## src/shared/bvs_pkg.sv

```systemverilog
// constants for the horizontal blanking and vertical sequencer block
// assumes one pixel clock domain; pins arrive unsynchronised
// Operation
// - pulse select clear: blank while line sync low
// - pulse select set: two phase-A pulses
// - extension counter pauses line counters first
// - blank level bit sets phase-A level
// - phase B always opposite of phase A
// - retime bit re-registers phase-A blanking
// - 10-bit position places blanking pulses
// - extension delays horizontal, not vertical outputs
// - slave mode: gate pin masks vertical, clamp
// - select 0: gate latched at line fall
// - select 1: mask only while shutter high
// - four patterns, each drives four phases
// - up to five regions run in sequence
// - pattern repeats after programmed length
// - phase starts at level, toggles twice
// - repeat count; zero holds start level
// - region pointer picks pattern-select register
// - four 8-bit boundaries define regions
// - first boundary fixed at line zero
// - first region starts at field fall
// - toggle positions are 9-bit, 0-511
package bvs_pkg;
   // register port
   localparam int DATA_W = 8;
   localparam int ADDR_W = 8;
   localparam logic [ADDR_W-1:0] ADDR_CTRL_A = 8'h01;
   localparam logic [ADDR_W-1:0] ADDR_CTRL_B = 8'h03;
   localparam logic [ADDR_W-1:0] ADDR_CTRL_C = 8'h0A;
   localparam int BIT_H1_LEVEL = 0;
   localparam int BIT_GATE_SEL = 1;
   localparam int BIT_RETIME = 0;
   localparam int BIT_PULSE_SEL = 0;
   localparam int BIT_EXT_EN = 1;
   localparam int BIT_REGION_LO = 4;
   localparam logic CTRL_RESET = 1'b0;
   // pins: index of each synchronised input
   localparam int NUM_PINS = 3;
   localparam int PIN_LINE = 0;
   localparam int PIN_FIELD = 1;
   localparam int PIN_GATE = 2;
   localparam logic [NUM_PINS-1:0] PIN_IDLE = 3'h3;
   // horizontal blanking
   localparam int POS_W = 10;
   localparam int EXT_W = 9;
   localparam logic [POS_W-1:0] PULSE_GAP = 10'h002;
   // vertical sequencer
   localparam int NUM_PATTERNS = 4;
   localparam int NUM_PHASES = 4;
   localparam int NUM_REGIONS = 5;
   localparam int NUM_BOUNDS = 4;
   localparam int NUM_SELECTS = 5;
   localparam int TOG_W = 9;
   localparam int LINE_W = 8;
   localparam int PTR_W = 3;
   localparam int SEL_W = 2;
   localparam int REGION_W = 3;
   localparam logic [TOG_W-1:0] LEN_ONE = 9'h001;
endpackage

```

## src/shared/bvs_pattern_if.sv

```systemverilog
// carries one vertical pattern's settings and its four phase levels
// assumes the sequencer drives settings and restart on the pixel clock
`timescale 1ns/1ps
interface bvs_pattern_if #(parameter int REP_W = 4);
   logic [bvs_pkg::TOG_W-1:0] length;
   logic [bvs_pkg::NUM_PHASES-1:0] start;
   logic [bvs_pkg::NUM_PHASES*bvs_pkg::TOG_W-1:0] tog1;
   logic [bvs_pkg::NUM_PHASES*bvs_pkg::TOG_W-1:0] tog2;
   logic [REP_W-1:0] rep;
   logic restart;
   logic [bvs_pkg::NUM_PHASES-1:0] phases;
   modport ctrl (output length, start, tog1, tog2, rep, restart, input phases);
   modport gen (input length, start, tog1, tog2, rep, restart, output phases);
endinterface

```

## src/core/bvs_blank_vseq.sv

```systemverilog
// horizontal blanking, external gate masking and vertical phase sequencer
// assumes line/field sync and gate are asynchronous pins; rest same clock
`timescale 1ns/1ps
module bvs_blank_vseq
   import bvs_pkg::*;
#(
   parameter int REP_W = 4
) (
   // clock and reset
   input wire logic clock,
   input wire logic reset,
   // control register port
   input wire logic cfg_write,
   input wire logic cfg_read,
   input wire logic [bvs_pkg::ADDR_W-1:0] cfg_addr,
   input wire logic [bvs_pkg::DATA_W-1:0] cfg_wdata,
   output logic [bvs_pkg::DATA_W-1:0] cfg_rdata,
   // sensor-side pins
   input wire logic line_sync,
   input wire logic field_sync,
   input wire logic sync_gate_pin,
   // same-domain controls and sources
   input wire logic slave_mode,
   input wire logic shutter_pulse,
   input wire logic horiz_clock_in,
   input wire logic clamp_in,
   // horizontal settings
   input wire logic [bvs_pkg::POS_W-1:0] blank_pulse_position,
   input wire logic [bvs_pkg::EXT_W-1:0] extend_length,
   // vertical pattern settings
   input wire logic [bvs_pkg::NUM_PATTERNS*bvs_pkg::TOG_W-1:0] pattern_repeat_length,
   input wire logic [bvs_pkg::NUM_PATTERNS*bvs_pkg::NUM_PHASES-1:0] pattern_start_level,
   input wire logic [bvs_pkg::NUM_PATTERNS*bvs_pkg::NUM_PHASES*bvs_pkg::TOG_W-1:0]
      pattern_toggle_first,
   input wire logic [bvs_pkg::NUM_PATTERNS*bvs_pkg::NUM_PHASES*bvs_pkg::TOG_W-1:0]
      pattern_toggle_second,
   input wire logic [bvs_pkg::NUM_PATTERNS*REP_W-1:0] pattern_repeat_count,
   // region settings
   input wire logic [bvs_pkg::NUM_BOUNDS*bvs_pkg::LINE_W-1:0] region_boundary_line,
   input wire logic [bvs_pkg::NUM_REGIONS*bvs_pkg::PTR_W-1:0] region_sequence_pointer,
   input wire logic [bvs_pkg::NUM_SELECTS*bvs_pkg::SEL_W-1:0] pattern_select,
   // outputs
   output logic horiz_phase_a,
   output logic horiz_phase_b,
   output logic [bvs_pkg::NUM_PHASES-1:0] vertical_phase_clocks,
   output logic black_clamp_pulse,
   output logic line_counter_hold,
   output logic [bvs_pkg::REGION_W-1:0] region_index,
   output logic [bvs_pkg::LINE_W-1:0] line_count
);
   import bvs_pkg::*;

   // region number from line count; a zero boundary is unused so line 0 stays region 0
   function automatic logic [REGION_W-1:0] region_of(input logic [LINE_W-1:0] line,
         input logic [NUM_BOUNDS*LINE_W-1:0] bounds);
      logic [REGION_W-1:0] r;
      r = '0;
      for (int i = 0; i < NUM_BOUNDS; i++) begin
         if (bounds[i*LINE_W +: LINE_W] != '0 && line >= bounds[i*LINE_W +: LINE_W]) begin
            r = REGION_W'(i + 1);
         end
      end
      return r;
   endfunction

   // pin synchronisers: three stages, a change counts once stages two and three agree
   logic [NUM_PINS-1:0] s1_r, s1_nxt, s2_r, s2_nxt, s3_r, s3_nxt, filt_r, filt_nxt;
   logic [NUM_PINS-1:0] prev_r, prev_nxt;
   logic line_fall, field_fall;

   always_comb begin
      s1_nxt = {sync_gate_pin, field_sync, line_sync};
      s2_nxt = s1_r;
      s3_nxt = s2_r;
      prev_nxt = filt_r;
      for (int i = 0; i < NUM_PINS; i++) begin
         filt_nxt[i] = (s2_r[i] == s3_r[i]) ? s3_r[i] : filt_r[i];
      end
   end

   always_ff @(posedge clock or posedge reset) begin
      if (reset) begin
         s1_r <= PIN_IDLE;
         s2_r <= PIN_IDLE;
         s3_r <= PIN_IDLE;
         filt_r <= PIN_IDLE;
         prev_r <= PIN_IDLE;
      end else begin
         s1_r <= s1_nxt;
         s2_r <= s2_nxt;
         s3_r <= s3_nxt;
         filt_r <= filt_nxt;
         prev_r <= prev_nxt;
      end
   end

   assign line_fall = prev_r[PIN_LINE] & ~filt_r[PIN_LINE];
   assign field_fall = prev_r[PIN_FIELD] & ~filt_r[PIN_FIELD];

   // control registers; readback is registered and holds until the next read
   logic h1_blank_level_r, h1_blank_level_nxt;
   logic gate_mask_select_r, gate_mask_select_nxt;
   logic blank_retime_r, blank_retime_nxt;
   logic blank_pulse_select_r, blank_pulse_select_nxt;
   logic blank_extend_r, blank_extend_nxt;
   logic [DATA_W-1:0] rdata_r, rdata_nxt;
   logic [REGION_W-1:0] region;

   always_comb begin
      h1_blank_level_nxt = h1_blank_level_r;
      gate_mask_select_nxt = gate_mask_select_r;
      blank_retime_nxt = blank_retime_r;
      blank_pulse_select_nxt = blank_pulse_select_r;
      blank_extend_nxt = blank_extend_r;
      rdata_nxt = rdata_r;
      if (cfg_write) begin
         if (cfg_addr == ADDR_CTRL_A) begin
            h1_blank_level_nxt = cfg_wdata[BIT_H1_LEVEL];
            gate_mask_select_nxt = cfg_wdata[BIT_GATE_SEL];
         end else if (cfg_addr == ADDR_CTRL_B) begin
            blank_retime_nxt = cfg_wdata[BIT_RETIME];
         end else if (cfg_addr == ADDR_CTRL_C) begin
            blank_pulse_select_nxt = cfg_wdata[BIT_PULSE_SEL];
            blank_extend_nxt = cfg_wdata[BIT_EXT_EN];
         end
      end
      if (cfg_read) begin
         rdata_nxt = '0;
         if (cfg_addr == ADDR_CTRL_A) begin
            rdata_nxt[BIT_H1_LEVEL] = h1_blank_level_r;
            rdata_nxt[BIT_GATE_SEL] = gate_mask_select_r;
         end else if (cfg_addr == ADDR_CTRL_B) begin
            rdata_nxt[BIT_RETIME] = blank_retime_r;
            rdata_nxt[BIT_REGION_LO +: REGION_W] = region;
         end else if (cfg_addr == ADDR_CTRL_C) begin
            rdata_nxt[BIT_PULSE_SEL] = blank_pulse_select_r;
            rdata_nxt[BIT_EXT_EN] = blank_extend_r;
         end
      end
   end

   always_ff @(posedge clock or posedge reset) begin
      if (reset) begin
         h1_blank_level_r <= CTRL_RESET;
         gate_mask_select_r <= CTRL_RESET;
         blank_retime_r <= CTRL_RESET;
         blank_pulse_select_r <= CTRL_RESET;
         blank_extend_r <= CTRL_RESET;
         rdata_r <= '0;
      end else begin
         h1_blank_level_r <= h1_blank_level_nxt;
         gate_mask_select_r <= gate_mask_select_nxt;
         blank_retime_r <= blank_retime_nxt;
         blank_pulse_select_r <= blank_pulse_select_nxt;
         blank_extend_r <= blank_extend_nxt;
         rdata_r <= rdata_nxt;
      end
   end

   assign cfg_rdata = rdata_r;

   // horizontal blanking state
   logic [EXT_W-1:0] ext_cnt_r, ext_cnt_nxt;
   logic [POS_W-1:0] bp_cnt_r, bp_cnt_nxt;
   logic rt_a_r, rt_a_nxt, ha_r, ha_nxt;
   logic ext_running, blank_window, blank_pulse, a_now;

   assign ext_running = (ext_cnt_r != '0);
   // only the horizontal window waits for the extension
   // the line-fall cycle stays closed when an extension is about to load
   assign blank_window = ~filt_r[PIN_LINE] & ~ext_running &
      ~(line_fall & blank_extend_r & (extend_length != '0));
   // two pulses a fixed gap apart
   assign blank_pulse = blank_pulse_select_r & blank_window &
      (bp_cnt_r == blank_pulse_position || bp_cnt_r == blank_pulse_position + PULSE_GAP);
   // blank level, otherwise steady for the whole window
   assign a_now = blank_window ? (blank_pulse ? ~h1_blank_level_r : h1_blank_level_r)
                               : horiz_clock_in;

   // extension counter loads on line fall, then counts down
   always_comb begin
      ext_cnt_nxt = ext_cnt_r;
      if (line_fall && blank_extend_r) begin
         ext_cnt_nxt = extend_length;
      end else if (ext_running) begin
         ext_cnt_nxt = ext_cnt_r - EXT_W'(1);
      end
      // position counts from the start of the window, saturating
      bp_cnt_nxt = '0;
      if (blank_window) begin
         bp_cnt_nxt = (bp_cnt_r == '1) ? bp_cnt_r : bp_cnt_r + POS_W'(1);
      end
      // retiming costs one extra pixel clock of latency
      rt_a_nxt = a_now;
      ha_nxt = blank_retime_r ? rt_a_r : a_now;
   end

   always_ff @(posedge clock or posedge reset) begin
      if (reset) begin
         ext_cnt_r <= '0;
         bp_cnt_r <= '0;
         rt_a_r <= CTRL_RESET;
         ha_r <= CTRL_RESET;
      end else begin
         ext_cnt_r <= ext_cnt_nxt;
         bp_cnt_r <= bp_cnt_nxt;
         rt_a_r <= rt_a_nxt;
         ha_r <= ha_nxt;
      end
   end

   assign horiz_phase_a = ha_r;
   assign horiz_phase_b = ~ha_r;
   // upstream line counters pause while this is high
   assign line_counter_hold = ext_running;

   // vertical patterns, one generator each
   logic [NUM_PHASES-1:0] pat_phases [NUM_PATTERNS];
   bvs_pattern_if #(.REP_W(REP_W)) pat_if [NUM_PATTERNS] ();

   for (genvar g = 0; g < NUM_PATTERNS; g++) begin : gen_pat
      assign pat_if[g].length = pattern_repeat_length[g*TOG_W +: TOG_W];
      assign pat_if[g].start = pattern_start_level[g*NUM_PHASES +: NUM_PHASES];
      assign pat_if[g].tog1 = pattern_toggle_first[g*NUM_PHASES*TOG_W +: NUM_PHASES*TOG_W];
      assign pat_if[g].tog2 = pattern_toggle_second[g*NUM_PHASES*TOG_W +: NUM_PHASES*TOG_W];
      assign pat_if[g].rep = pattern_repeat_count[g*REP_W +: REP_W];
      assign pat_if[g].restart = line_fall | field_fall;
      assign pat_phases[g] = pat_if[g].phases;
      bvs_pattern_gen #(.REP_W(REP_W)) u_gen (
         .clock(clock),
         .reset(reset),
         .pif(pat_if[g])
      );
   end

   // line count, gate latch and masked outputs
   logic [LINE_W-1:0] line_cnt_r, line_cnt_nxt;
   logic gate_latch_r, gate_latch_nxt;
   logic [NUM_PHASES-1:0] vout_r, vout_nxt;
   logic clamp_r, clamp_nxt;
   logic [PTR_W-1:0] seq_ptr;
   logic [SEL_W-1:0] pat_sel;
   logic gate_mask;

   assign region = region_of(line_cnt_r, region_boundary_line);
   assign seq_ptr = region_sequence_pointer[region*PTR_W +: PTR_W];
   assign pat_sel = (seq_ptr < PTR_W'(NUM_SELECTS)) ? pattern_select[seq_ptr*SEL_W +: SEL_W]
                                                   : '0;
   // only in slave mode, shutter gates select 1
   assign gate_mask = slave_mode & gate_latch_r & (~gate_mask_select_r | shutter_pulse);

   always_comb begin
      // field fall restarts at line zero
      line_cnt_nxt = line_cnt_r;
      if (field_fall) begin
         line_cnt_nxt = '0;
      end else if (line_fall && line_cnt_r != '1) begin
         line_cnt_nxt = line_cnt_r + LINE_W'(1);
      end
      gate_latch_nxt = line_fall ? filt_r[PIN_GATE] : gate_latch_r;
      vout_nxt = gate_mask ? '0 : pat_phases[pat_sel];
      clamp_nxt = gate_mask ? 1'b0 : clamp_in;
   end

   always_ff @(posedge clock or posedge reset) begin
      if (reset) begin
         line_cnt_r <= '0;
         gate_latch_r <= CTRL_RESET;
         vout_r <= '0;
         clamp_r <= CTRL_RESET;
      end else begin
         line_cnt_r <= line_cnt_nxt;
         gate_latch_r <= gate_latch_nxt;
         vout_r <= vout_nxt;
         clamp_r <= clamp_nxt;
      end
   end

   assign vertical_phase_clocks = vout_r;
   assign black_clamp_pulse = clamp_r;
   assign region_index = region;
   assign line_count = line_cnt_r;
endmodule // bvs_blank_vseq

```

## src/core/bvs_pattern_gen.sv

```systemverilog
// one vertical pattern: pixel counter, repeat counter, four phase levels
// assumes restart pulses once per line, on the pixel clock
`timescale 1ns/1ps
module bvs_pattern_gen
   import bvs_pkg::*;
#(
   parameter int REP_W = 4
) (
   // clock and reset
   input wire logic clock,
   input wire logic reset,
   // settings and phases
   bvs_pattern_if.gen pif
);
   logic [TOG_W-1:0] pos_r, pos_nxt;
   logic [REP_W-1:0] reps_r, reps_nxt;
   logic [NUM_PHASES-1:0] level_r, level_nxt;

   always_comb begin
      pos_nxt = pos_r;
      reps_nxt = reps_r;
      level_nxt = level_r;
      if (pif.restart) begin
         pos_nxt = '0;
         reps_nxt = '0;
         level_nxt = pif.start;
      end else if (reps_r < pif.rep) begin
         for (int i = 0; i < NUM_PHASES; i++) begin
            if (pos_r == pif.tog1[i*TOG_W +: TOG_W] || pos_r == pif.tog2[i*TOG_W +: TOG_W]) begin
               level_nxt[i] = ~level_r[i];
            end
         end
         if (pos_r >= pif.length - LEN_ONE || pif.length == '0) begin
            pos_nxt = '0;
            reps_nxt = reps_r + REP_W'(1);
            level_nxt = pif.start;
         end else begin
            pos_nxt = pos_r + LEN_ONE;
         end
      end else begin
         level_nxt = pif.start;
      end
   end

   // state registers
   always_ff @(posedge clock or posedge reset) begin
      if (reset) begin
         pos_r <= '0;
         reps_r <= '0;
         level_r <= '0;
      end else begin
         pos_r <= pos_nxt;
         reps_r <= reps_nxt;
         level_r <= level_nxt;
      end
   end

   assign pif.phases = level_r;
endmodule // bvs_pattern_gen

```

## config.mk

```make
export PLATFORM = sky130hd
export DESIGN_NAME = bvs_blank_vseq
export DESIGN_NICKNAME = d
export VERILOG_FILES = /design/src/shared/bvs_pkg.sv /design/src/shared/bvs_pattern_if.sv /design/src/core/bvs_blank_vseq.sv /design/src/core/bvs_pattern_gen.sv
export SDC_FILE = /design/constraint.sdc
export NUM_CORES = 1
export LEC_CHECK = 0
export BUFFER_PORTS_ARGS = -buffer_cell sky130_fd_sc_hd__buf_2
export CORE_AREA = 8 8 183 185
export CTS_CLUSTER_SIZE = 12
export DETAILED_ROUTE_END_ITERATION = 10
export DIE_AREA = 0 0 191 193
export PLACE_DENSITY = 0.79
export SYNTH_ARGS = -nofsm -noshare
export SYNTH_HDL_FRONTEND = slang
export SYNTH_SLANG_ARGS = --single-unit
```

## constraint.sdc

```tcl
create_clock -name clock -period 3.4 [get_ports clock]
set_input_delay 0.17 -clock clock [delete_from_list [all_inputs] [get_ports clock]]
set_output_delay 0.17 -clock clock [all_outputs]
set_load 0.02 [all_outputs]
```

Word-level counts from Yosys, hierarchy flattened:

Index checks and enable logic that the tools add are counted.

* register bits: 127
* input bits: 459
* output and inout bits: 27
* word-level logic and storage cells: 306

* reductions and logical operators: 54
* $add $sub $neg: 16
* multipliers: 1
* magnitude comparators: 14
* muxes and demuxes: 77
* bitwise gates (word level): 38
* equal/unequal tests: 59
* shift-type cells: 2

Operators by type and width (count)
* $eq 9x9->1: 32
* $mux 9: 14
* $mux 4: 27
* $ne 4x4->1 const B: 12
* $sub 9x1->9 const B: 5
* $add 9x1->9 const B: 4
* $ge 9x9->1: 4
* $logic_not 9->1: 4
* $ge 8x8->1: 4
* $reduce_bool 8->1: 4
* $not 1->1: 25
* $mux 1: 23
* $logic_or 1x1->1: 21
* $eq 10x10->1: 2
* $mux 10: 2
* $reduce_bool 2->1: 10
* $reduce_bool 9->1: 2
* $add 4x1->4 const B: 4
* $lt 4x4->1: 4
* $mux 8: 2
* $ne 4x3->1 const B: 4
* $mux 3: 5
* $shiftx 15x6->3: 1
* $add 10x1->10 const B: 1
* other kinds (22): 45

Logic depth before layout (Yosys ltp):

Gate-level depths: netlist of run 1.

* depth after elaboration: 15
* gate-level depth with buffers: 15
* gate-level depth less buffers: 14

Cells and area by module:

A second synthesis of run 1 with hierarchy kept.

* cells, all modules: 1428
* area, all modules: 12796.0 µm²

By module, submodules not included
* bvs_pattern_gen (gen_pat[0].u_gen ...): seq. area each 425.4 µm², times used 2, cells an instance 253, area each 2252.2 µm²
* bvs_blank_vseq: seq. area each 1488.9 µm², times used 1, cells an instance 444, area each 4149.0 µm²
* bvs_pattern_gen (gen_pat[2].u_gen): seq. area each 425.4 µm², times used 1, cells an instance 236, area each 2074.5 µm²
* bvs_pattern_gen (gen_pat[3].u_gen): seq. area each 425.4 µm², times used 1, cells an instance 242, area each 2068.2 µm²

Worst setup path before layout of run 1:

No wires, ideal clock.

* path type: register -> register
* start point: register gen_pat[3].u_gen.pos_r[0]
* end point: register gen_pat[3].u_gen.level_r[0]
* buffers on the path: 2
* path slack: 0.064 ns
* period minus slack after synthesis: 3.336 ns
* cell stages (with the launch flop): 14
* data arrival time: 3.211 ns
* required time: 3.275 ns
* library setup time: 0.125 ns
* path through: dfrtp_1 -> clkbuf_1 -> inv_1 -> ha_1 -> nand2b_1 -> a21o_1 -> a21o_1 -> a21o_1 -> a21o_1 -> a21oi_1 -> o21ai_0 -> a21oi_1 -> clkbuf_1 -> mux2_2

* word-level cells in the longest chain between the ends: 5
* elaborated cells between the ends (all ways): 9
* those cells by class: order compare: 1; eq/ne: 3; mux: 3; reduce/logical: 2

Ends and longest elaborated chain
* from (decl): RTL line bvs_pattern_gen.sv:15 `logic [TOG_W-1:0] pos_r, pos_nxt;`
* from (signal assigned): RTL line bvs_pattern_gen.sv:52 `pos_r <= pos_nxt;`
* $ge 9x9->1: RTL line bvs_pattern_gen.sv:33 `if (pos_r >= pif.length - LEN_ONE || pif.length == '0) begin`
* $logic_or 1x1->1: RTL line bvs_pattern_gen.sv:33
* $mux 4: RTL line bvs_pattern_gen.sv:33
* $mux 4: RTL line bvs_pattern_gen.sv:27 `end else if (reps_r < pif.rep) begin`
* $mux 4: RTL line bvs_pattern_gen.sv:23 `if (pif.restart) begin`
* to (signal assigned): RTL line bvs_pattern_gen.sv:54 `level_r <= level_nxt;`
* to (decl): RTL line bvs_pattern_gen.sv:17 `logic [NUM_PHASES-1:0] level_r, level_nxt;`

Parallel ways exist; a longest one is shown, timed or not.
A chain may end at the register's enable or synchronous reset.

Final worst setup path of run 1:

* start point: register line_cnt_r[0] (netlist: line_count[0])
* end point: register vout_r[1] (netlist: vertical_phase_clocks[1])

* word-level cells in the longest chain between the ends: 15
* elaborated cells between the ends (all ways): 22
* those cells by class: mul: 1; order compare: 5; shift: 2; mux: 9; bitwise: 1; reduce/logical: 4

Ends and longest elaborated chain
* from (decl): RTL line bvs_blank_vseq.sv:237 `logic [LINE_W-1:0] line_cnt_r, line_cnt_nxt;`
* from (signal assigned): RTL line bvs_blank_vseq.sv:272 `line_cnt_r <= line_cnt_nxt;`
* $ge 8x8->1: RTL line bvs_blank_vseq.sv:59 `if (bounds[i*LINE_W +: LINE_W] != '0 && line >= bounds[i*LINE_W +: LINE_W]) begin`
* $logic_and 1x1->1: RTL line bvs_blank_vseq.sv:59
* $mux 1: RTL line bvs_blank_vseq.sv:59
* $mux 3 (2 in series): RTL line bvs_blank_vseq.sv:59
* $mux 3 *: RTL line bvs_blank_vseq.sv:59
* $mul 3x2->5 *: RTL line bvs_blank_vseq.sv:246 `assign seq_ptr = region_sequence_pointer[region*PTR_W +: PTR_W];`
* $shiftx 15x6->3 *: RTL line bvs_blank_vseq.sv:246
* $shiftx 10x5->2 / $lt 3x3->1 (equally long branches): RTL line bvs_blank_vseq.sv:247 `assign pat_sel = (seq_ptr < PTR_W'(NUM_SELECTS)) ? pattern_select[seq_ptr*SEL_W +: SEL_W]`
* $mux 2 *: RTL line bvs_blank_vseq.sv:247
* $not 2->3 (not written as such) *: RTL line bvs_blank_vseq.sv:261 `vout_nxt = gate_mask ? '0 : pat_phases[pat_sel];`
* $bmux 4 s2 *: RTL line bvs_blank_vseq.sv:261
* $mux 4 (not written as such) * (2 in series): RTL line bvs_blank_vseq.sv:261
* $mux 4 *: RTL line bvs_blank_vseq.sv:261
* named net vout_nxt[1]: RTL line bvs_blank_vseq.sv:239 `logic [NUM_PHASES-1:0] vout_r, vout_nxt;`
* to (signal assigned): RTL line bvs_blank_vseq.sv:274 `vout_r <= vout_nxt;`
* to (decl): RTL line bvs_blank_vseq.sv:239

The timed path passes the listed nets; every way through them passes the cells marked *. The select of a mux whose other input is x is not followed.

==> impl_metrics.xml, run 1 <==
<?xml version="1.0" encoding="UTF-8"?>
<metrics>
  <group name="run_status">
    <metric name="run_status" unit="">finished with violations</metric>
    <metric name="violations" unit="">negative hold slack</metric>
  </group>
  <group name="sta">
    <metric name="worst-slew-pin-transition" unit="ns">0.727</metric>
    <metric name="fin_hold_ws" unit="ns">-0.0428</metric>
    <metric name="max_slew_margin" unit="">0.515</metric>
    <metric name="final_number_of_setup_violating_endpoints" unit="">0</metric>
    <metric name="period_minus_slack" unit="ns">3.30</metric>
    <metric name="report.final.slew_viol_count" unit="">0</metric>
    <metric name="maxClockFrequency" unit="MHz">303</metric>
    <metric name="layout_setup_ws" unit="ns">0.0953</metric>
    <metric name="fin_skew" unit="ns">0.0115</metric>
    <metric name="layout_worst_path_cycle_share" unit="">0.972</metric>
    <metric name="finalHoldViolations" unit="">36</metric>
    <metric name="grt_setup_unrepaired" unit="">yes</metric>
  </group>
  <group name="synth">
    <metric name="most_area_hungry_cell_type_in_the_yosys_netlist" unit="">sky130_fd_sc_hd__dfrtp_1</metric>
    <metric name="yosysSeqAreaShare" unit="">0.258</metric>
    <metric name="ys_warn_count" unit="">0</metric>
    <metric name="synth_cells" unit="">1403</metric>
    <metric name="synthFlopType" unit="">sky130_fd_sc_hd__dfrtp_1</metric>
    <metric name="asyncSetResetFlopFracSynth" unit="">1.00</metric>
    <metric name="syn_area_per_cell" unit="um^2">8.81</metric>
    <metric name="synth.area.top_cells" unit="">sky130_fd_sc_hd__dfrtp_1, sky130_fd_sc_hd__xnor2_1, sky130_fd_sc_hd__ha_1</metric>
    <metric name="number_of_flops_mapped_to_enable_cells_by_yosys" unit="">0</metric>
    <metric name="postSynthRegisterBits" unit="">127</metric>
    <metric name="post-synth-top-area-fraction" unit="">0.237</metric>
    <metric name="synth.distinct_cells" unit="">72</metric>
    <metric name="syn-cell-area" unit="um^2">12400</metric>
  </group>
  <group name="setup_path">
    <metric name="crit_path_end_kind" unit="">register</metric>
    <metric name="worst-endpoint-arrival" unit="ns">3.65</metric>
    <metric name="worstPathRequired" unit="ns">3.74</metric>
    <metric name="cp_max_stage_cell" unit="">sky130_fd_sc_hd__or4b_4</metric>
    <metric name="crit_path_cell_trace" unit="">inv_2 -&gt; ha_4 -&gt; nand2b_4 -&gt; a2111o_1 -&gt; a211oi_2 -&gt; or2_4 -&gt; inv_8 -&gt; a2111oi_4 -&gt; nor2_4 -&gt; mux2i_1 -&gt; nor2_1 -&gt; or4b_4 -&gt; o22ai_2</metric>
    <metric name="timing_worst_setup_path_type" unit="">reg2reg</metric>
    <metric name="critPathMaxStageDelay" unit="ns">0.60</metric>
    <metric name="worst_setup_path_start_kind" unit="">register</metric>
    <metric name="worstPathMaxFanout" unit="">5</metric>
  </group>
  <group name="power_and_ir_drop">
    <metric name="pwr_density_cell" unit="nW/um^2">498</metric>
    <metric name="sw_frac_of_total" unit="">0.390</metric>
    <metric name="net_switching_power_of_the_design" unit="uW">3220</metric>
    <metric name="worst_vdd_drop" unit="uV">334</metric>
    <metric name="power.share.combinational" unit="">0.493</metric>
    <metric name="cell_internal_pwr" unit="uW">5030</metric>
    <metric name="fraction_of_power_consumed_by_sequential_logic" unit="">0.278</metric>
    <metric name="pwr-share-clk" unit="">0.229</metric>
    <metric name="total_power" unit="uW">8250</metric>
    <metric name="static-leakage-power" unit="uW">0.00788</metric>
  </group>
  <group name="die">
    <metric name="die_y" unit="um">193</metric>
    <metric name="placementRows" unit="">65</metric>
    <metric name="core_area" unit="um^2">30800</metric>
    <metric name="design.portCount" unit="">486</metric>
    <metric name="fp.dieW" unit="um">191</metric>
    <metric name="dieArea" unit="um^2">36900</metric>
    <metric name="initial_core_util" unit="">0.401</metric>
  </group>
  <group name="placement">
    <metric name="finalWeightedCongestion" unit="">0.915</metric>
    <metric name="port_buffers" unit="">476</metric>
    <metric name="dp_worst_setup_slack" unit="ns">-0.0531</metric>
    <metric name="dp_cells" unit="">2264</metric>
    <metric name="place_hpwl" unit="um">35100</metric>
    <metric name="place_area" unit="um^2">15400</metric>
  </group>
  <group name="cts">
    <metric name="cts_tree" unit="">done</metric>
    <metric name="clkTransAtPathRegs" unit="ns">0.06</metric>
    <metric name="cts-buffers-inserted" unit="">17</metric>
    <metric name="clock_sinks" unit="">127</metric>
    <metric name="worst_skew_pair.late_latency" unit="ns">0.42</metric>
    <metric name="h-tree-depth" unit="">4</metric>
    <metric name="cts-root-buf" unit="">sky130_fd_sc_hd__clkbuf_16</metric>
    <metric name="clock_path_buffers" unit="">2</metric>
  </group>
  <group name="global_routing">
    <metric name="first_global_vias" unit="">12900</metric>
    <metric name="antenna_found_initial" unit="">9</metric>
    <metric name="grt_util_all_layers" unit="">0.223</metric>
    <metric name="grt_max_degree" unit="">128</metric>
    <metric name="grt_overflow_total" unit="">0</metric>
    <metric name="global_route_wire_length_before_repair" unit="um">66000</metric>
  </group>
  <group name="drt">
    <metric name="postRouteAntennaNets" unit="">0</metric>
    <metric name="drt_iter0_markers" unit="">674</metric>
    <metric name="drt-pass1-iter-count" unit="">5</metric>
    <metric name="wl_per_cell" unit="um">18.6</metric>
    <metric name="total_vias_in_the_final_route" unit="">12500</metric>
    <metric name="vias_per_std_cell" unit="">5.33</metric>
    <metric name="wl" unit="um">43700</metric>
    <metric name="drc" unit="">0</metric>
  </group>
  <group name="layout">
    <metric name="mostFrequentLayoutCells" unit="">sky130_fd_sc_hd__buf_2, sky130_fd_sc_hd__xnor2_1, sky130_fd_sc_hd__dfrtp_1</metric>
    <metric name="postLayoutCellArea" unit="um^2">16600</metric>
    <metric name="layout.cells.non_filler" unit="">2347</metric>
    <metric name="nets" unit="">2476</metric>
    <metric name="final_common_cell" unit="">sky130_fd_sc_hd__buf_2</metric>
    <metric name="post_route_cells_drive_above_1_share" unit="">0.336</metric>
    <metric name="synthToLayoutAreaGrowth" unit="%">34.0</metric>
  </group>
  <group name="hold_path">
    <metric name="timing.hold.worst.class" unit="">in2async</metric>
  </group>
  <group name="run">
    <metric name="max_cap_violation_count" unit="">0</metric>
  </group>
</metrics>
what timing repair did:
| action | CTS | global route |
|---|---|---|
| setup buffers | 0 | 11 |
| hold buffers | 30 | 0 |
| hold endpoints to repair | 33 | 0 |
| endpoints found under the setup margin | 4 | 4 |
| pin swaps | 2 | 19 |
| resized for setup | 3 | 39 |
cell families after synthesis:
| logic type | share of synthesized area |
|---|---|
| other | 0.000303 |
| and+or+nand+nor | 0.175 |
| AOI/OAI and AO/OA | 0.126 |
| xor gates and xnor gates | 0.262 |
| buffers and inverters | 0.0425 |
| adders and majority gates | 0.0996 |
| muxes | 0.0367 |
| DFF | 0.258 |
critical path, delay by kind of cell (launching register included):
family          cells  cell delay, ns
buf+inv             2            0.16
mux                 1            0.19
compound gates      4            1.17
simple gates        5            1.11
fa+ha+maj           1            0.21
flops               1            0.39
metrics by stage:
stage,hold WS (ns),util,setup TNS [ns]
after global placement,0.277,0.498,0
final,-0.0428,0.538,0
after detailed placement,0.277,0.498,-0.159
after floorplan,0.174,-,0
after CTS,0.00566,0.528,0
after global routing,0.0183,0.537,-0.122
synthesized netlist by cell type, types with 4 or more instances:
library cell / instances
sky130_fd_sc_hd__o41ai_1: 4
sky130_fd_sc_hd__nand3_1: 46
sky130_fd_sc_hd__nor3_1: 34
sky130_fd_sc_hd__and3_1: 18
sky130_fd_sc_hd__xnor2_1: 264
sky130_fd_sc_hd__a21o_1: 31
sky130_fd_sc_hd__o21ai_0: 42
sky130_fd_sc_hd__nor2_1: 66
sky130_fd_sc_hd__nand2_1: 62
sky130_fd_sc_hd__nor3b_1: 4
sky130_fd_sc_hd__ha_1: 96
sky130_fd_sc_hd__a31o_2: 4
sky130_fd_sc_hd__o22ai_1: 5
sky130_fd_sc_hd__clkbuf_1: 27
sky130_fd_sc_hd__mux2_2: 27
sky130_fd_sc_hd__nor4_1: 44
sky130_fd_sc_hd__a41oi_1: 4
sky130_fd_sc_hd__nor2b_1: 8
sky130_fd_sc_hd__a21oi_1: 53
sky130_fd_sc_hd__xor2_1: 106
sky130_fd_sc_hd__inv_1: 73
sky130_fd_sc_hd__nand2b_1: 28
sky130_fd_sc_hd__or3_1: 18
sky130_fd_sc_hd__buf_1: 29
sky130_fd_sc_hd__nand4_1: 50
sky130_fd_sc_hd__mux2i_1: 15
sky130_fd_sc_hd__a22o_1: 10
sky130_fd_sc_hd__dfstp_2: 10
sky130_fd_sc_hd__and2_1: 7
sky130_fd_sc_hd__a31oi_1: 33
sky130_fd_sc_hd__o31ai_1: 5
sky130_fd_sc_hd__dfrtp_1: 117
area by class of cell:
class | count | area [um^2]
tap | 402 | 503
antenna | 11 | 27.5
sequential | 127 | 3190
multi-input combinational | 1142 | 8840
clock inverter | 13 | 153
timing repair buffer | 559 | 3110
fill | 2812 | 14300
inverter | 74 | 289
clock buffer | 19 | 453
state kept, by name, indices dropped and copies added (netlist names), 4 cells and up:
signal	cells
cfg_rdata	5
gen_pat.u_gen.pif.phases	16
gen_pat.u_gen.reps_r	16
line_count	8
ext_cnt_r	9
bp_cnt_r	10
gen_pat.u_gen.pos_r	36
vertical_phase_clocks	4
power groups by stage:
stage | Combinational [uW] | Clock [uW] | Sequential (uW)
floorplan | 2670 | 0 | 2230
global placement | 3750 | 0 | 2290
detailed placement | 3910 | 0 | 2300
CTS | 3960 | 1940 | 2270
global route | 4470 | 2000 | 2350
finish | 4070 | 1890 | 2290
worst paths after layout:
kind	startpoint	endpoint	slack, ns	cells after the start
worst max-delay path	line_count[0]	vertical_phase_clocks[1]	0.1	13
worst min-delay path	reset	gen_pat[0].u_gen.pos_r[7]	-0.04	3
worst max register to register	line_count[0]	vertical_phase_clocks[1]	0.1	13
worst min register to register	s1_r[2]	s2_r[2]	0.36	0
max in group asynchronous	reset	line_count[7]	2.84	3
min in group clock	extend_length[0]	ext_cnt_r[0]	0.04	3
routing by layer:
metal | part of all wire | track usage
met1 | 0.40 | 0.264
met2 | 0.49 | 0.381
met3 | 0.065 | 0.0505
met4 | 0.037 | 0.101
met5 | 0 | 0
Note: power is estimated with default switching activity, not from simulation.
==> run 2, diff against run 1 <==
--- a/config.mk
+++ b/config.mk
@@ -6,11 +6,11 @@
 export NUM_CORES = 1
 export LEC_CHECK = 0
 export BUFFER_PORTS_ARGS = -buffer_cell sky130_fd_sc_hd__buf_2
-export CORE_AREA = 8 8 183 185
+export CORE_AREA = 2 2 188 190
 export CTS_CLUSTER_SIZE = 12
 export DETAILED_ROUTE_END_ITERATION = 10
-export DIE_AREA = 0 0 191 193
-export PLACE_DENSITY = 0.79
+export DIE_AREA = 0 0 190 192
+export PLACE_DENSITY = 0.72
 export SYNTH_ARGS = -nofsm -noshare
 export SYNTH_HDL_FRONTEND = slang
 export SYNTH_SLANG_ARGS = --single-unit
==> run 2 against run 1 <==
Compared with the run above:
- the run now ends clean
- largest power group unchanged
- design area fell by 0.51%
- worst hold slack improved by 0.090 ns
- die area fell by 1.0%
- sequential cell count did not move
- final cell count rose by 1.5%
- setup slack improved by 0.017 ns
- fmax rose by 0.52%
- critical path type unchanged
- via count fell by 2.4%
- sequential share of layout area rose by 0.092 points
- clock power barely moved
- non-clock buffer count fell by 8
==> impl_metrics.xml, run 2 (synthesis gave the netlist of run 1 again) <==
<?xml version="1.0" encoding="UTF-8"?>
<metrics>
  <group name="drt">
    <metric name="drt-pass1-iter-count" unit="">5</metric>
    <metric name="wl_per_cell" unit="um">16.9</metric>
    <metric name="drt_iter0_markers" unit="">460</metric>
    <metric name="wl" unit="um">40200</metric>
    <metric name="drc" unit="">0</metric>
    <metric name="total_vias_in_the_final_route" unit="">12200</metric>
    <metric name="vias_per_std_cell" unit="">5.12</metric>
    <metric name="postRouteAntennaNets" unit="">0</metric>
  </group>
  <group name="sta">
    <metric name="worst-slew-pin-transition" unit="ns">0.835</metric>
    <metric name="final_number_of_setup_violating_endpoints" unit="">0</metric>
    <metric name="layout_worst_path_cycle_share" unit="">0.967</metric>
    <metric name="fin_skew" unit="ns">0.0106</metric>
    <metric name="fin_hold_ws" unit="ns">0.0476</metric>
    <metric name="maxClockFrequency" unit="MHz">304</metric>
    <metric name="finalHoldViolations" unit="">0</metric>
    <metric name="grt_setup_unrepaired" unit="">yes</metric>
    <metric name="report.final.slew_viol_count" unit="">0</metric>
    <metric name="max_slew_margin" unit="">0.443</metric>
    <metric name="period_minus_slack" unit="ns">3.29</metric>
    <metric name="layout_setup_ws" unit="ns">0.112</metric>
  </group>
  <group name="placement">
    <metric name="finalWeightedCongestion" unit="">0.960</metric>
    <metric name="dp_worst_setup_slack" unit="ns">-0.0478</metric>
    <metric name="port_buffers" unit="">476</metric>
    <metric name="dp_cells" unit="">2316</metric>
    <metric name="place_hpwl" unit="um">32200</metric>
  </group>
  <group name="layout">
    <metric name="multiInputGateArea" unit="um^2">8760</metric>
    <metric name="post_route_cells_drive_above_1_share" unit="">0.329</metric>
    <metric name="nets" unit="">2468</metric>
    <metric name="final_common_cell" unit="">sky130_fd_sc_hd__buf_2</metric>
    <metric name="layout.cells.non_filler" unit="">2383</metric>
    <metric name="synthToLayoutAreaGrowth" unit="%">33.3</metric>
    <metric name="number_of_flip_flops_under_the_largest_register_name" unit="">36</metric>
    <metric name="layout.filler_cells" unit="">3287</metric>
    <metric name="layout.area.seq" unit="um^2">3190</metric>
    <metric name="largest-register" unit="">gen_pat.u_gen.pos_r</metric>
    <metric name="mostFrequentLayoutCells" unit="">sky130_fd_sc_hd__buf_2, sky130_fd_sc_hd__xnor2_1, sky130_fd_sc_hd__dfrtp_1</metric>
  </group>
  <group name="die">
    <metric name="initial_core_util" unit="">0.361</metric>
    <metric name="core_area" unit="um^2">34300</metric>
    <metric name="placementRows" unit="">68</metric>
    <metric name="die_y" unit="um">192</metric>
    <metric name="design.portCount" unit="">486</metric>
    <metric name="dieArea" unit="um^2">36500</metric>
    <metric name="fp.dieW" unit="um">190</metric>
  </group>
  <group name="cts">
    <metric name="cts-root-buf" unit="">sky130_fd_sc_hd__clkbuf_16</metric>
    <metric name="clkTransAtPathRegs" unit="ns">0.06</metric>
    <metric name="h-tree-depth" unit="">4</metric>
    <metric name="cts_tree" unit="">done</metric>
    <metric name="clock_sinks" unit="">127</metric>
    <metric name="clock_path_buffers" unit="">2</metric>
    <metric name="worst_skew_pair.late_latency" unit="ns">0.42</metric>
    <metric name="cts-buffers-inserted" unit="">17</metric>
  </group>
  <group name="setup_path">
    <metric name="worstPathMaxFanout" unit="">9</metric>
    <metric name="timing_worst_setup_path_type" unit="">reg2reg</metric>
    <metric name="worst-endpoint-arrival" unit="ns">3.62</metric>
    <metric name="worstPathRequired" unit="ns">3.74</metric>
    <metric name="crit_path_end_kind" unit="">register</metric>
    <metric name="worst_setup_path_start_kind" unit="">register</metric>
  </group>
  <group name="run">
    <metric name="max_cap_violation_count" unit="">0</metric>
  </group>
  <group name="power_and_ir_drop">
    <metric name="pwr_density_cell" unit="nW/um^2">500</metric>
    <metric name="worst_vdd_drop" unit="uV">314</metric>
    <metric name="static-leakage-power" unit="uW">0.00783</metric>
  </group>
  <group name="global_routing">
    <metric name="first_global_vias" unit="">12500</metric>
    <metric name="antenna_found_initial" unit="">1</metric>
    <metric name="grt_util_all_layers" unit="">0.213</metric>
    <metric name="grt_max_degree" unit="">128</metric>
    <metric name="global_route_wire_length_before_repair" unit="um">62000</metric>
    <metric name="grt_overflow_total" unit="">0</metric>
  </group>
  <group name="run_status">
    <metric name="run_status" unit="">complete, no violations</metric>
  </group>
  <group name="hold_path">
    <metric name="timing.hold.worst.class" unit="">in2reg</metric>
  </group>
</metrics>
[run 2: path summary, 6_finish.rpt]
check                         startpoint                       end  slack, ns  depth (start not counted)
max                        line_count[7]  vertical_phase_clocks[0]       0.11                         13
min                             cfg_read              cfg_rdata[0]       0.05                          2
max reg2reg                line_count[7]  vertical_phase_clocks[0]       0.11                         13
min reg2reg                      s1_r[2]                   s2_r[2]       0.35                          0
max in group asynchronous          reset                   s1_r[2]       2.26                          4
min in group asynchronous          reset             horiz_phase_a       0.42                          4
[run 2: final cells by class]
| cell class | count | area share |
|---|---|---|
| diodes | 2 | 0.000304 |
| clock buffers | 18 | 0.0266 |
| clock inverters | 14 | 0.0104 |
| inverters | 74 | 0.0174 |
| multi-input cells | 1142 | 0.532 |
| flip-flops and latches | 127 | 0.194 |
| well taps | 455 | 0.0345 |
| repair buffers | 551 | 0.186 |
[run 2: worst max-delay path, cell delays in order, from the launching register on]
cell	delay (ns)
sky130_fd_sc_hd__dfrtp_1	0.45
sky130_fd_sc_hd__buf_4	0.19
sky130_fd_sc_hd__ha_1	0.29
sky130_fd_sc_hd__a21oi_1	0.15
sky130_fd_sc_hd__nand2_1	0.09
sky130_fd_sc_hd__o21ai_0	0.33
sky130_fd_sc_hd__or2_4	0.23
sky130_fd_sc_hd__inv_6	0.06
sky130_fd_sc_hd__a2111oi_4	0.38
sky130_fd_sc_hd__nor2_4	0.09
sky130_fd_sc_hd__mux2i_1	0.15
sky130_fd_sc_hd__nor2_1	0.08
sky130_fd_sc_hd__or4b_4	0.60
sky130_fd_sc_hd__o22ai_2	0.14
[run 2: report_power, final]
group          internal, uW  total (uW)  switching, uW
sequential             1890        2290            402
combinational          1990        4040           2050
clock                  1130        1920            792
[run 2: metal layers]
metal / vias to the layer above / wire length, um / global-route usage
li1: 5965 / - / -
met1: 5708 / 17000 / 0.256
met2: 457 / 19800 / 0.376
met3: 79 / 2090 / 0.0347
met4: 0 / 1330 / 0.0886
met5: - / 0 / 0
[run 2: through the flow]
step / utilization / TNS (ns) / instance area, um^2 / power, uW
2_1_floorplan: - / 0 / 12400 / 4890
3_5_place_dp: 0.450 / -0.160 / 15400 / 6240
4_1_cts: 0.477 / 0 / 16300 / 8240
3_3_place_gp: 0.450 / 0 / 15400 / 6110
6_report: 0.481 / 0 / 16500 / 8250
5_1_grt: 0.481 / -0.0567 / 16500 / 8840
[run 2: timing repair]
item	in CTS	in global routing
endpoints found under the setup margin	4	4
hold endpoints to repair	58	0
pin swaps	1	11
hold buffers	30	0
setup buffers	1	2
gates resized for setup	0	27
